<file path="config.mk">
export PLATFORM = sky130hd
export DESIGN_NAME = sfm_supply_fault_monitor
export DESIGN_NICKNAME = d
export VERILOG_FILES = /design/src/hdl/sfm_pkg.sv /design/src/hdl/sfm_supply_fault_monitor.sv
export SDC_FILE = /design/constraint.sdc
export NUM_CORES = 1
export LEC_CHECK = 0
export ABC_AREA = 1
export BUFFER_PORTS_ARGS = -buffer_cell sky130_fd_sc_hd__buf_2
export CORE_ASPECT_RATIO = 1.2
export CORE_MARGIN = 2
export CORE_UTILIZATION = 39
export DETAILED_ROUTE_END_ITERATION = 10
export GPL_ROUTABILITY_DRIVEN = 0
export SLEW_MARGIN = 20
export SYNTH_ARGS = -nofsm -noshare
export SYNTH_HDL_FRONTEND = slang
export SYNTH_SLANG_ARGS = --single-unit
</file>
<file path="constraint.sdc">
create_clock -name core_clk -period 1.3 [get_ports core_clk]
set_input_delay 0.065 -clock core_clk [delete_from_list [all_inputs] [get_ports core_clk]]
set_output_delay 0.065 -clock core_clk [all_outputs]
set_load 0.02 [all_outputs]
</file>
<file path="src/hdl/sfm_pkg.sv">
package sfm_pkg;
  // ==========================================================
  // Timing
  localparam int unsigned CLK_PERIOD_NS  = 10;
  localparam int unsigned QUAL_TICK_NS   = 250;
  localparam int unsigned QUAL_TICK_CYC  = QUAL_TICK_NS / CLK_PERIOD_NS;
  // ==========================================================
  // Register word offsets (byte addresses)
  localparam logic [3:0] ADDR_CONFIG  = 4'h0;
  localparam logic [3:0] ADDR_ACTION  = 4'h4;
  localparam logic [3:0] ADDR_TIMER   = 4'h8;
  localparam logic [3:0] ADDR_STATUS  = 4'hC;
  // ==========================================================
  // Config register fields
  localparam int unsigned CFG_THR_LSB   = 0;   // 7-bit threshold code
  localparam int unsigned CFG_DLY_LSB   = 8;   // 3-bit qualify delay
  localparam int unsigned CFG_NOMV_BIT  = 12;
  localparam int unsigned CFG_ISO_BIT   = 13;
  localparam int unsigned CFG_MOC_BIT   = 16;  // fault_output_n masks
  localparam int unsigned CFG_MUVP_BIT  = 17;
  localparam int unsigned CFG_MUVN_BIT  = 18;
  localparam logic [31:0] CFG_RESET     = 32'h0000_0100;
  // Action register: per fault {phase, reverse, bridge} at base 0/4/8
  localparam int unsigned ACT_OC_LSB    = 0;
  localparam int unsigned ACT_UVP_LSB   = 4;
  localparam int unsigned ACT_UVN_LSB   = 8;
  localparam logic [31:0] ACT_RESET     = 32'h0000_0000;
  // Timer register fields
  localparam int unsigned TMR_EN_BIT    = 0;
  localparam int unsigned TMR_RST_BIT   = 1;
  localparam int unsigned TMR_PRE_LSB   = 4;
  localparam int unsigned TMR_CNT_LSB   = 8;
  // Status register fields (bits 0 to 3 write 1 to clear; latch states 8 to 10 read only)
  localparam int unsigned ST_OC_BIT     = 0;
  localparam int unsigned ST_UVP_BIT    = 1;
  localparam int unsigned ST_UVN_BIT    = 2;
  localparam int unsigned ST_TRST_BIT   = 3;
  localparam int unsigned ST_BRG_BIT    = 8;   // driver latch states
  localparam int unsigned ST_REV_BIT    = 9;
  localparam int unsigned ST_PH_BIT     = 10;
  localparam logic [31:0] UNMAPPED_DATA = 32'h0000_0000;
endpackage

</file>
<file path="src/hdl/sfm_supply_fault_monitor.sv">
// The implementer's own choices: the register addresses and register access over Avalon-MM.
`timescale 1ns/1ps
module sfm_supply_fault_monitor (
  // Clock and reset
  input  wire logic        core_clk,
  input  wire logic        reset_n,
  // Avalon-MM slave
  input  wire logic [3:0]  address,
  input  wire logic        read,
  input  wire logic        write,
  input  wire logic [31:0] writedata,
  input  wire logic [3:0]  byteenable,
  output logic [31:0]      readdata,
  output logic             waitrequest,
  // Analog comparator outputs, asynchronous
  input  wire logic        posOvercurrentCmp,
  input  wire logic        negOvercurrentCmp,
  input  wire logic        negOvercurrentQualified,
  input  wire logic        posUndervoltageCmp,
  input  wire logic        negUndervoltageCmp,
  // Phase driver state from gate control
  input  wire logic        phaseDriversOff,
  // Settings to analog trims
  output logic [6:0]       posOvercurrentThresholdCode,
  output logic             nominalVoltageSelect,
  // Fault actions
  output logic             faultOutput_n,
  output logic             bridgeDriverOff,
  output logic             reverseDriverOff,
  output logic             phaseLatchOff
);

  // ==========================================================
  // Helpers
  function automatic logic [31:0] be_merge(input logic [31:0] old, input logic [31:0] nw,
                                           input logic [3:0] be);
    logic [31:0] r;
    r = old;
    for (int i = 0; i < 4; i++) begin
      if (be[i]) begin
        r[i*8 +: 8] = nw[i*8 +: 8];
      end
    end
    return r;
  endfunction

  // Three-stage sync, change valid when stages 2 and 3 agree
  function automatic logic sync_filter(input logic s2, input logic s3, input logic prev);
    return (s2 == s3) ? s3 : prev;
  endfunction

  // ==========================================================
  // Bus handshake: one wait cycle, answer on the second edge
  logic        acc_q;
  logic        busReq;
  logic        accept;
  assign busReq = read | write;
  assign accept = busReq & acc_q;

  always_ff @(posedge core_clk or negedge reset_n) begin
    if (!reset_n) begin
      acc_q <= 1'b0;
    end else begin
      acc_q <= busReq & ~acc_q;
    end
  end

  always_ff @(posedge core_clk or negedge reset_n) begin
    if (!reset_n) begin
      waitrequest <= 1'b1;
    end else begin
      waitrequest <= ~(busReq & ~acc_q);
    end
  end

  logic wrCfg, wrAct, wrTmr, wrSt;
  assign wrCfg = accept & write & (address == sfm_pkg::ADDR_CONFIG);
  assign wrAct = accept & write & (address == sfm_pkg::ADDR_ACTION);
  assign wrTmr = accept & write & (address == sfm_pkg::ADDR_TIMER);
  assign wrSt  = accept & write & (address == sfm_pkg::ADDR_STATUS);

  // ==========================================================
  // Configuration and action registers
  logic [31:0] cfg_q;
  logic [31:0] act_q;
  always_ff @(posedge core_clk or negedge reset_n) begin
    if (!reset_n) begin
      cfg_q <= sfm_pkg::CFG_RESET;                    // nominal voltage 0 = 12 V
    end else if (wrCfg) begin
      cfg_q <= be_merge(cfg_q, writedata, byteenable);
    end
  end

  always_ff @(posedge core_clk or negedge reset_n) begin
    if (!reset_n) begin
      act_q <= sfm_pkg::ACT_RESET;
    end else if (wrAct) begin
      act_q <= be_merge(act_q, writedata, byteenable);
    end
  end

  logic [2:0] qualDelay;
  logic       isoSel;
  assign qualDelay = cfg_q[sfm_pkg::CFG_DLY_LSB +: 3];
  assign isoSel    = cfg_q[sfm_pkg::CFG_ISO_BIT];

  // Threshold code and voltage select go straight out of flops
  always_ff @(posedge core_clk or negedge reset_n) begin
    if (!reset_n) begin
      posOvercurrentThresholdCode <= 7'h00;
      nominalVoltageSelect        <= 1'b0;
    end else begin
      posOvercurrentThresholdCode <= cfg_q[sfm_pkg::CFG_THR_LSB +: 7];
      nominalVoltageSelect        <= cfg_q[sfm_pkg::CFG_NOMV_BIT];
    end
  end

  // ==========================================================
  // Comparator and phase-state synchronisers; the phase pin is asynchronous too
  logic [5:0] s1_q, s2_q, s3_q, cmp_q;
  logic [5:0] cmpRaw;
  assign cmpRaw = {phaseDriversOff, negOvercurrentQualified, negUndervoltageCmp,
                   posUndervoltageCmp, negOvercurrentCmp, posOvercurrentCmp};
  always_ff @(posedge core_clk or negedge reset_n) begin
    if (!reset_n) begin
      s1_q  <= 6'h00;
      s2_q  <= 6'h00;
      s3_q  <= 6'h00;
      cmp_q <= 6'h00;
    end else begin
      s1_q <= cmpRaw;
      s2_q <= s1_q;
      s3_q <= s2_q;
      for (int i = 0; i < 6; i++) begin
        cmp_q[i] <= sync_filter(s2_q[i], s3_q[i], cmp_q[i]);
      end
    end
  end

  logic pos_overcurrent_threshold_code, neg_overcurrent_threshold_code, uvP, uvN, negAbove, phOff;
  assign phOff    = cmp_q[5];
  assign pos_overcurrent_threshold_code      = cmp_q[0];
  assign neg_overcurrent_threshold_code      = cmp_q[1];
  assign uvP      = cmp_q[2];
  assign uvN      = cmp_q[3];
  assign negAbove = cmp_q[4];

  // ==========================================================
  // Positive overcurrent qualifier, 250 ns tick
  logic [4:0] tick_q;
  logic       tick;
  logic [2:0] qual_q;
  logic       ocQual_q;
  assign tick = (tick_q == 5'(sfm_pkg::QUAL_TICK_CYC - 1));

  always_ff @(posedge core_clk or negedge reset_n) begin
    if (!reset_n) begin
      tick_q <= 5'h00;
    end else if (!pos_overcurrent_threshold_code || tick) begin
      tick_q <= 5'h00;
    end else begin
      tick_q <= tick_q + 5'h01;
    end
  end

  // Delay 0 is treated as one tick, as n must be positive
  always_ff @(posedge core_clk or negedge reset_n) begin
    if (!reset_n) begin
      qual_q   <= 3'h0;
      ocQual_q <= 1'b0;
    end else if (!pos_overcurrent_threshold_code) begin
      qual_q   <= 3'h0;
      ocQual_q <= 1'b0;
    end else if (tick && !ocQual_q) begin
      qual_q <= qual_q + 3'h1;
      if (qual_q + 3'h1 >= qualDelay) begin
        ocQual_q <= 1'b1;
      end
    end
  end

  // Undervoltage events arrive already validated by the analog side
  logic ocEvt, uvpEvt, uvnEvt;
  assign ocEvt  = ocQual_q;
  assign uvpEvt = uvP;
  assign uvnEvt = uvN;

  // ==========================================================
  // Sticky flags: set wins; clear only when condition gone
  logic flagOc_q, flagUvp_q, flagUvn_q;
  logic clrOc, clrUvp, clrUvn;
  assign clrOc  = wrSt & byteenable[0] & writedata[sfm_pkg::ST_OC_BIT] & ~ocEvt;
  assign clrUvp = wrSt & byteenable[0] & writedata[sfm_pkg::ST_UVP_BIT] & ~uvpEvt;
  assign clrUvn = wrSt & byteenable[0] & writedata[sfm_pkg::ST_UVN_BIT] & ~uvnEvt;

  always_ff @(posedge core_clk or negedge reset_n) begin
    if (!reset_n) begin
      flagOc_q  <= 1'b0;
      flagUvp_q <= 1'b0;
      flagUvn_q <= 1'b0;
    end else begin
      flagOc_q  <= ocEvt  | (flagOc_q  & ~clrOc);
      flagUvp_q <= uvpEvt | (flagUvp_q & ~clrUvp);
      flagUvn_q <= uvnEvt | (flagUvn_q & ~clrUvn);
    end
  end

  // Fault output low while any unmasked flag stands
  always_ff @(posedge core_clk or negedge reset_n) begin
    if (!reset_n) begin
      faultOutput_n <= 1'b1;
    end else begin
      faultOutput_n <= ~((flagOc_q  & ~cfg_q[sfm_pkg::CFG_MOC_BIT])
                       | (flagUvp_q & ~cfg_q[sfm_pkg::CFG_MUVP_BIT])
                       | (flagUvn_q & ~cfg_q[sfm_pkg::CFG_MUVN_BIT]));
    end
  end

  // ==========================================================
  // Driver latches; each released when its causing flag is gone
  logic [2:0] flags, brgAct, revAct, phAct;
  assign flags  = {flagUvn_q, flagUvp_q, flagOc_q};
  assign brgAct = {act_q[sfm_pkg::ACT_UVN_LSB], act_q[sfm_pkg::ACT_UVP_LSB],
                   act_q[sfm_pkg::ACT_OC_LSB]};
  assign revAct = {act_q[sfm_pkg::ACT_UVN_LSB+1], act_q[sfm_pkg::ACT_UVP_LSB+1],
                   act_q[sfm_pkg::ACT_OC_LSB+1]};
  assign phAct  = {act_q[sfm_pkg::ACT_UVN_LSB+2], act_q[sfm_pkg::ACT_UVP_LSB+2],
                   act_q[sfm_pkg::ACT_OC_LSB+2]};

  logic [2:0] phHold_q;
  logic       revTrig;
  // Current-dependent isolation gates reverse latch on negative overcurrent level
  assign revTrig = |(flags & revAct) & (~isoSel | negAbove);

  always_ff @(posedge core_clk or negedge reset_n) begin
    if (!reset_n) begin
      bridgeDriverOff  <= 1'b0;
      reverseDriverOff <= 1'b0;
    end else begin
      bridgeDriverOff  <= |(flags & brgAct);
      reverseDriverOff <= revTrig | (reverseDriverOff & |(flags & revAct));
    end
  end

  // Phase latch only captures when phases are already off
  always_ff @(posedge core_clk or negedge reset_n) begin
    if (!reset_n) begin
      phHold_q <= 3'h0;
    end else begin
      for (int i = 0; i < 3; i++) begin
        phHold_q[i] <= flags[i] & phAct[i] & (phHold_q[i] | phOff);
      end
    end
  end

  always_ff @(posedge core_clk or negedge reset_n) begin
    if (!reset_n) begin
      phaseLatchOff <= 1'b0;
    end else begin
      phaseLatchOff <= |phHold_q;
    end
  end

  // ==========================================================
  // Overcurrent interval timer
  logic       tmrEn_q, tmrEnPrev_q, running_q, tmrRstInd_q, ocAnyPrev_q;
  logic [1:0] pre_q;
  logic [2:0] preCnt_q;
  logic [7:0] count_q;
  logic       ocAny, enRise, rstReq, clrTrst;
  assign ocAny   = ocQual_q | neg_overcurrent_threshold_code;
  assign enRise  = tmrEn_q & ~tmrEnPrev_q;
  assign rstReq  = wrTmr & byteenable[0] & writedata[sfm_pkg::TMR_RST_BIT];
  assign clrTrst = wrSt & byteenable[0] & writedata[sfm_pkg::ST_TRST_BIT];

  always_ff @(posedge core_clk or negedge reset_n) begin
    if (!reset_n) begin
      tmrEn_q     <= 1'b0;
      tmrEnPrev_q <= 1'b0;
      pre_q       <= 2'h0;                            // prescale 1 by default
      ocAnyPrev_q <= 1'b0;
    end else begin
      tmrEnPrev_q <= tmrEn_q;
      ocAnyPrev_q <= ocAny;
      if (wrTmr && byteenable[0]) begin
        tmrEn_q <= writedata[sfm_pkg::TMR_EN_BIT];
        pre_q   <= writedata[sfm_pkg::TMR_PRE_LSB +: 2];
      end
    end
  end

  // Prescale factor is 2^field: 1, 2, 4, 8
  logic preTick;
  assign preTick = (preCnt_q == 3'((4'h1 << pre_q) - 4'h1));

  always_ff @(posedge core_clk or negedge reset_n) begin
    if (!reset_n) begin
      running_q <= 1'b0;
      preCnt_q  <= 3'h0;
      count_q   <= 8'h00;
    end else if (!tmrEn_q || rstReq) begin
      running_q <= 1'b0;
      preCnt_q  <= 3'h0;
      count_q   <= 8'h00;
    end else if (enRise) begin
      running_q <= 1'b1;
      preCnt_q  <= 3'h0;
      count_q   <= 8'h00;
    end else if (running_q) begin
      if (ocAny && !ocAnyPrev_q) begin
        running_q <= 1'b0;                            // stop on first overcurrent
      end else begin
        preCnt_q <= preTick ? 3'h0 : preCnt_q + 3'h1;
        if (preTick && count_q != 8'hFF) begin
          count_q <= count_q + 8'h01;
        end
      end
    end
  end

  // Reset bit always reads back 0; indication sticky until cleared
  always_ff @(posedge core_clk or negedge reset_n) begin
    if (!reset_n) begin
      tmrRstInd_q <= 1'b0;
    end else begin
      tmrRstInd_q <= enRise | (tmrRstInd_q & ~clrTrst);
    end
  end

  // ==========================================================
  // Read data
  logic [31:0] rdMux;
  always_comb begin
    rdMux = sfm_pkg::UNMAPPED_DATA;
    case (address)
      sfm_pkg::ADDR_CONFIG: rdMux = cfg_q;
      sfm_pkg::ADDR_ACTION: rdMux = act_q;
      sfm_pkg::ADDR_TIMER: begin
        rdMux[sfm_pkg::TMR_EN_BIT]        = tmrEn_q;
        rdMux[sfm_pkg::TMR_PRE_LSB +: 2]  = pre_q;
        rdMux[sfm_pkg::TMR_CNT_LSB +: 8]  = count_q;
      end
      sfm_pkg::ADDR_STATUS: begin
        rdMux[sfm_pkg::ST_OC_BIT]   = flagOc_q;
        rdMux[sfm_pkg::ST_UVP_BIT]  = flagUvp_q;
        rdMux[sfm_pkg::ST_UVN_BIT]  = flagUvn_q;
        rdMux[sfm_pkg::ST_TRST_BIT] = tmrRstInd_q;
        rdMux[sfm_pkg::ST_BRG_BIT]  = bridgeDriverOff;
        rdMux[sfm_pkg::ST_REV_BIT]  = reverseDriverOff;
        rdMux[sfm_pkg::ST_PH_BIT]   = phaseLatchOff;
      end
      default: rdMux = sfm_pkg::UNMAPPED_DATA;
    endcase
  end

  always_ff @(posedge core_clk or negedge reset_n) begin
    if (!reset_n) begin
      readdata <= 32'h0000_0000;
    end else if (read && !acc_q) begin
      readdata <= rdMux;
    end
  end

endmodule // sfm_supply_fault_monitor
</file>
# --- Yosys cells after proc, flatten, opt, wreduce, memory -nomap -nowiden ---
# Cells that the tools add are included.
totals:
  latch_bits: 0
  regBits: 167
  inputBits: 50
  n_memories: 0
  elab_cells: 182
  ramBits: 0
  romBits: 0
op_classes:
  div: 0
  n_shift: 1
  n_mux: 27
  reduce_logical: 29
  n_bitwise: 63
  mul: 0
  eq_ne: 15
  add_sub_neg: 5
  magnitude_cmp: 1
ops:
  columns: ["cell", "count"]
  rows:
  - ["8-bit 2-to-1 mux", 5]
  - ["1-bit bitwise AND", 33]
  - ["16-bit one-hot mux with 2 select lines", 1]
  - ["3-bit 2-to-1 mux", 7]
  - ["2-bit AND reduction", 10]
  - ["1-bit NOT", 15]
  - ["5-bit one-hot mux with 3 select lines", 1]
  - ["1-bit OR", 13]
  - ["3-bit one-hot mux with 4 select lines", 1]
  - ["3-bit one-hot mux with 3 select lines", 1]
  - ["3-bit OR reduction", 3]
  - ["8-bit by 1-bit adder with 8-bit output (second input constant)", 1]
  - ["4-bit equality test (second input constant)", 2]
  - ["8-bit inequality test (second input constant)", 1]
  - ["1-bit 2-to-1 mux", 7]
  - ["3-bit by 1-bit adder with 3-bit output (second input constant)", 2]
  - ["3-bit bitwise AND", 2]
  - ["1-bit equality test", 6]
  - ["2-bit one-hot mux with 3 select lines", 1]
  - ["3-bit nonzero test", 2]
  - ["5-bit by 1-bit adder with 5-bit output (second input constant)", 1]
  - ["5-bit equality test (second input constant)", 1]
  - ["1-bit logical AND", 5]
  - ["1-bit logical NOT", 5]
  - ["13 further kinds", 15]

# --- Logic depth before layout (Yosys ltp) ---
depth:
  word_depth: 10
  mapped_depth: 9

# --- Worst setup path before layout ---
# Ideal clock, no wire load.
synth_path:
  kind: "register to register"
  start: "reg qual_q[0]"
  end: "reg ocQual_q (netlist: ocEvt)"
  t_arrival_ns: 1.300
  synth_period_minus_slack_ns: 1.423
  n_path_buf: 0
  required_time_ns: 1.177
  setup_ns: 0.123
  stages_incl_launch_ff: 7
  setup_slack_ns: -0.123
  cell_sequence: "dfrtp_1 ha_1 ha_1 a21oi_1 nor2_1 o21ai_0 nand2_1"
synth_via:
  elab_chain_len: 4
synth_lines:
  columns: ["element", "line", "rtl"]
  rows:
  - ["start: declaration", "sfm_supply_fault_monitor.sv:152", "logic [2:0] qual_q;"]
  - ["start signal: assignment", "sfm_supply_fault_monitor.sv:175", "qual_q <= qual_q + 3'h1;"]
  - ["3-bit by 1-bit adder with 3-bit output", "sfm_supply_fault_monitor.sv:176", "if (qual_q + 3'h1 >= qualDelay) begin"]
  - ["3-bit >= comparator", "sfm_supply_fault_monitor.sv:176", null]
  - ["2-bit by 1-bit inequality test with 1-bit output (no line)", null, null]
  - ["2-bit AND reduction (no line)", null, null]
  - ["end signal: assignment", "sfm_supply_fault_monitor.sv:170", "ocQual_q <= 1'b0;"]
  - ["end signal: assignment", "sfm_supply_fault_monitor.sv:173", "ocQual_q <= 1'b0;"]
  - ["end signal: assignment", "sfm_supply_fault_monitor.sv:177", "ocQual_q <= 1'b1;"]
  - ["end: declaration", "sfm_supply_fault_monitor.sv:153", "logic ocQual_q;"]
# Every way passes these cells.
# A chain may end at the register's enable or synchronous reset.

# --- Worst setup path after layout ---
layout_path:
  start: "reg qual_q[1]"
  end: "reg ocQual_q (netlist: ocEvt)"
# Same word-level chain as after synthesis.

==> metrics.md <==
| Metric | Value |
|---|---|
| Share of the synthesized area in the top cell type | `58.45%` |
| DP HPWL | `between 10000 and 15000 um` |
| Clock buffer depth | `2` |
| First-pass iteration count of the detailed router | `4` |
| Slew @ Worst Pin | `0.4086 ns` |
| Largest net degree at the start of global routing | `between 70 and 80` |
| Vias in the first global route | `5753` |
| Vias per cell | `~4.9` |
| Top Ports | `95` |
| Failing checks | `negative setup slack` |
| Area delta synth->final | `39.04%` |
| Clock tree root driver cell | `clkbuf_16` |
| IO buf count | `94` |
| DRC Markers | `0` |
| H-tree depth | `4` |
| Cell count after synthesis | `738` |
| Yosys reg bits | `around 170` |
| Slew Viols, Final | `0` |
| Num rows | `between 50 and 60` |
| Full die area | `approximately 19000 um2` |
| Commonest non-fill, non-tap cell in the layout | `dfrtp_1` |
| Placed insts | `1090` |
| Crit path DAT | `1.72 ns` |
| Pint | `between 9000 and 10000 uW` |
| R2R setup slack | `-0.11 ns` |
| Avg Inst Size Synth | `9.515 um2` |
| Tot GR Track Use | `19.40%` |
| TritonCTS clock tree | `built` |
| Kind of critical path | `reg -> reg` |
| Clock power frac | `38.0%` |
| Register area share after synthesis | `59.57%` |
| First-pass GRT wire length | `28950 um` |
| # nets final | `roughly 1000` |
| Fin Hold WS | `0.01744 ns` |
| Final hold vios | `0` |
| Synth cell types | `42` |
| PwrDens | `1372 nW/um2` |
| Pleak | `0.004744 uW` |
| Crit. End Element | `flop` |
| GR Util met2 | `32.46%` |
| Slew HR | `72.76%` |
| Core Region | `17570 um2` |
| Switching part of the total | `27.98%` |
| Reported max-cap violation count | `0` |
| Final setup TNS | `-0.6198 ns` |
| Drt wl/cell | `around 15 um` |
| Chip height | `151.0 um` |
| Max Clock Skew | `0.009825 ns` |
| Tcrit/Tclk final | `108.1%` |
| Post-synth ARST share | `between 90% and 100%` |
| Layout cells sized above 1 | `roughly 31%` |
| ANT nets after route | `0` |
| Largest area contributor in the netlist | `dfrtp_1` |
| Fmax | `~0.71 GHz` |
| GRT busiest layer | `met2` |
| Most frequent cells in the layout | `dfrtp_1, nand2_1, buf_2` |
| Worst setup margin | `-0.1058 ns` |
| Worst path required time | `~1.6 ns` |
| Flop pwr share | `a little under half` |
| Final Instance Count excl. Fillers | `1172` |
| Antenna cells | `0` |
| Endpoints failing setup | `12` |
| Synthesized area | `7022 um2` |
| WL final | `around 18000 um` |
| Max FO, Critical Path | `2` |
| Clk_lat worst skew | `about 0.43 ns` |
| Logic pwr share | `15.9%` |
| Initial DRC Count | `358` |
| Hold/Removal Path Class | `in -> reg` |
| Vias | `5713` |
| Chip width | `about 130 um` |
| Initial core utilization | `39.96%` |
| EDFF count, synth | `0` |
| Post-layout util | `55.56%` |
| Tmin final | `around 1.4 ns` |
| Remaining Overflow, GRT | `0` |
| Top FF cell, synth | `dfrtp_1` |
| CP Launch Type | `flop` |
| RSZ-0062 raised after global routing | `yes` |
| Initial antenna violation count | `0` |
| Synthesized net count | `796` |
| CTS sink cnt | `167` |
| Net Sw Power | `3748 uW` |
| Total CTS buffers | `17` |
| Yosys warns | `0` |
| Status | `finished with violations` |
| Grt met1 use | `24.87%` |
| VDD IR-drop max | `0.8973 mV` |
| Met3 usage | `3.956%` |
| Synth area leaders | `dfrtp_1, nand2_1, inv_1, nand3_1, o21ai_0` |
| Clock-pin slew on the worst setup and hold paths | `0.07 ns` |
## sequential cells by signal, summed over array words and instances (netlist names), 3 cells and up
signal / cells
preCnt_q: 3
count_q: 8
cfg_q: 32
tick_q: 5
posOvercurrentThresholdCode: 7
s2_q: 6
s1_q: 6
act_q: 32
phHold_q: 3
readdata: 32
s3_q: 6
qual_q: 3
cmp_q: 6
## routing by layer
metal | vias to the layer above | share of wire (%) | wire, um
met5 | - | 0 | 0
met4 | 0 | 2.3 | 416
met3 | 23 | 4.0 | 726
met2 | 126 | 50 | 8968
met1 | 2756 | 44 | 7876
li1 | 2808 | - | -
## per-stage QoR
stage                     area [um2]  power, uW  worst slack, ns
final                           9763      13400          -0.1058
after global routing            9763      14050          -0.1974
after CTS                       9389      13350          -0.1459
after detailed placement        8248       8090          -0.1543
after global placement          8248       8040         -0.09652
after floorplan                 7051       7222         -0.05796
## layout make-up
| type | count | area (um2) |
|---|---|---|
| fill | 1527 | 7810 |
| timing repair buffer | 205 | 1633 |
| tap | 220 | 275.3 |
| sequential | 167 | 4183 |
| clock buffer | 19 | 452.9 |
| clock inverter | 13 | 142.6 |
| inverter | 80 | 300.3 |
| multi-input combinational | 468 | 2776 |
## final timing paths
| kind | startpoint | end | depth (start not counted) |
|---|---|---|---|
| worst max register to register | qual_q[1]$_DFFE_PN0P_ | ocEvt$_DFFE_PN0P_ | 7 |
| worst min register to register | s1_q[5]$_DFF_PN0_ | s2_q[5]$_DFF_PN0_ | 0 |
| worst min-delay path | byteenable[3] | cfg_q[31]$_DFFE_PN0P_ | 3 |
| max in group asynchronous | reset_n | cfg_q[8]$_DFFE_PN1P_ | 3 |
| min in group asynchronous | reset_n | s1_q[3]$_DFF_PN0_ | 3 |
| worst max-delay path | qual_q[1]$_DFFE_PN0P_ | ocEvt$_DFFE_PN0P_ | 7 |
## power by group through the flow
stage / combinational [uW] / sequential [uW] / clock, uW
after floorplan: 851 / 6370 / 0
after global routing: 2380 / 6240 / 5420
after CTS: 2030 / 6140 / 5180
after global placement: 1820 / 6220 / 0
after detailed placement: 1860 / 6230 / 0
final: 2130 / 6180 / 5080
## synth_stat cells (all sizes together) (5+ instances only)
library cell	number
nand2	186
dfrtp	164
o21ai	98
inv	79
nor2	58
nand3	54
a31oi	18
buf	15
a21oi	9
clkbuf	9
ha	8
maj3	6
nand4	5
xor2	5
## kinds of logic (layout without fill, tap and decap cells)
group	Yosys count	after routing	synth area share (%)
flip-flops	167	167	59.57
AND/OR/NAND/NOR	308	309	19.08
multiplexers	1	1	0.1604
adder cells (fa/ha/maj)	14	14	2.281
buffers and inverters	104	317	6.343
XOR/XNOR	6	6	0.7484
AO/OA/AOI/OAI	138	138	11.81
## worst max-delay path, stage by stage (launching register included)
cell	delay, ns
dfrtp_1	0.39
ha_2	0.19
xor2_1	0.15
ha_1	0.29
inv_1	0.06
nor2_1	0.04
o21ai_1	0.12
nand2_1	0.06
## repair_timing
| action | in CTS | in global routing |
|---|---|---|
| buffers inserted | 2 | 3 |
| pin swaps | 16 | 18 |
| cloned | 1 | 3 |
| gates resized for setup | 28 | 83 |
| endpoints found under the hold margin | 238 | 0 |
| endpoints found under the setup margin | 47 | 77 |
| hold buffers | 41 | 0 |
(Power assumes the default switching activity.)
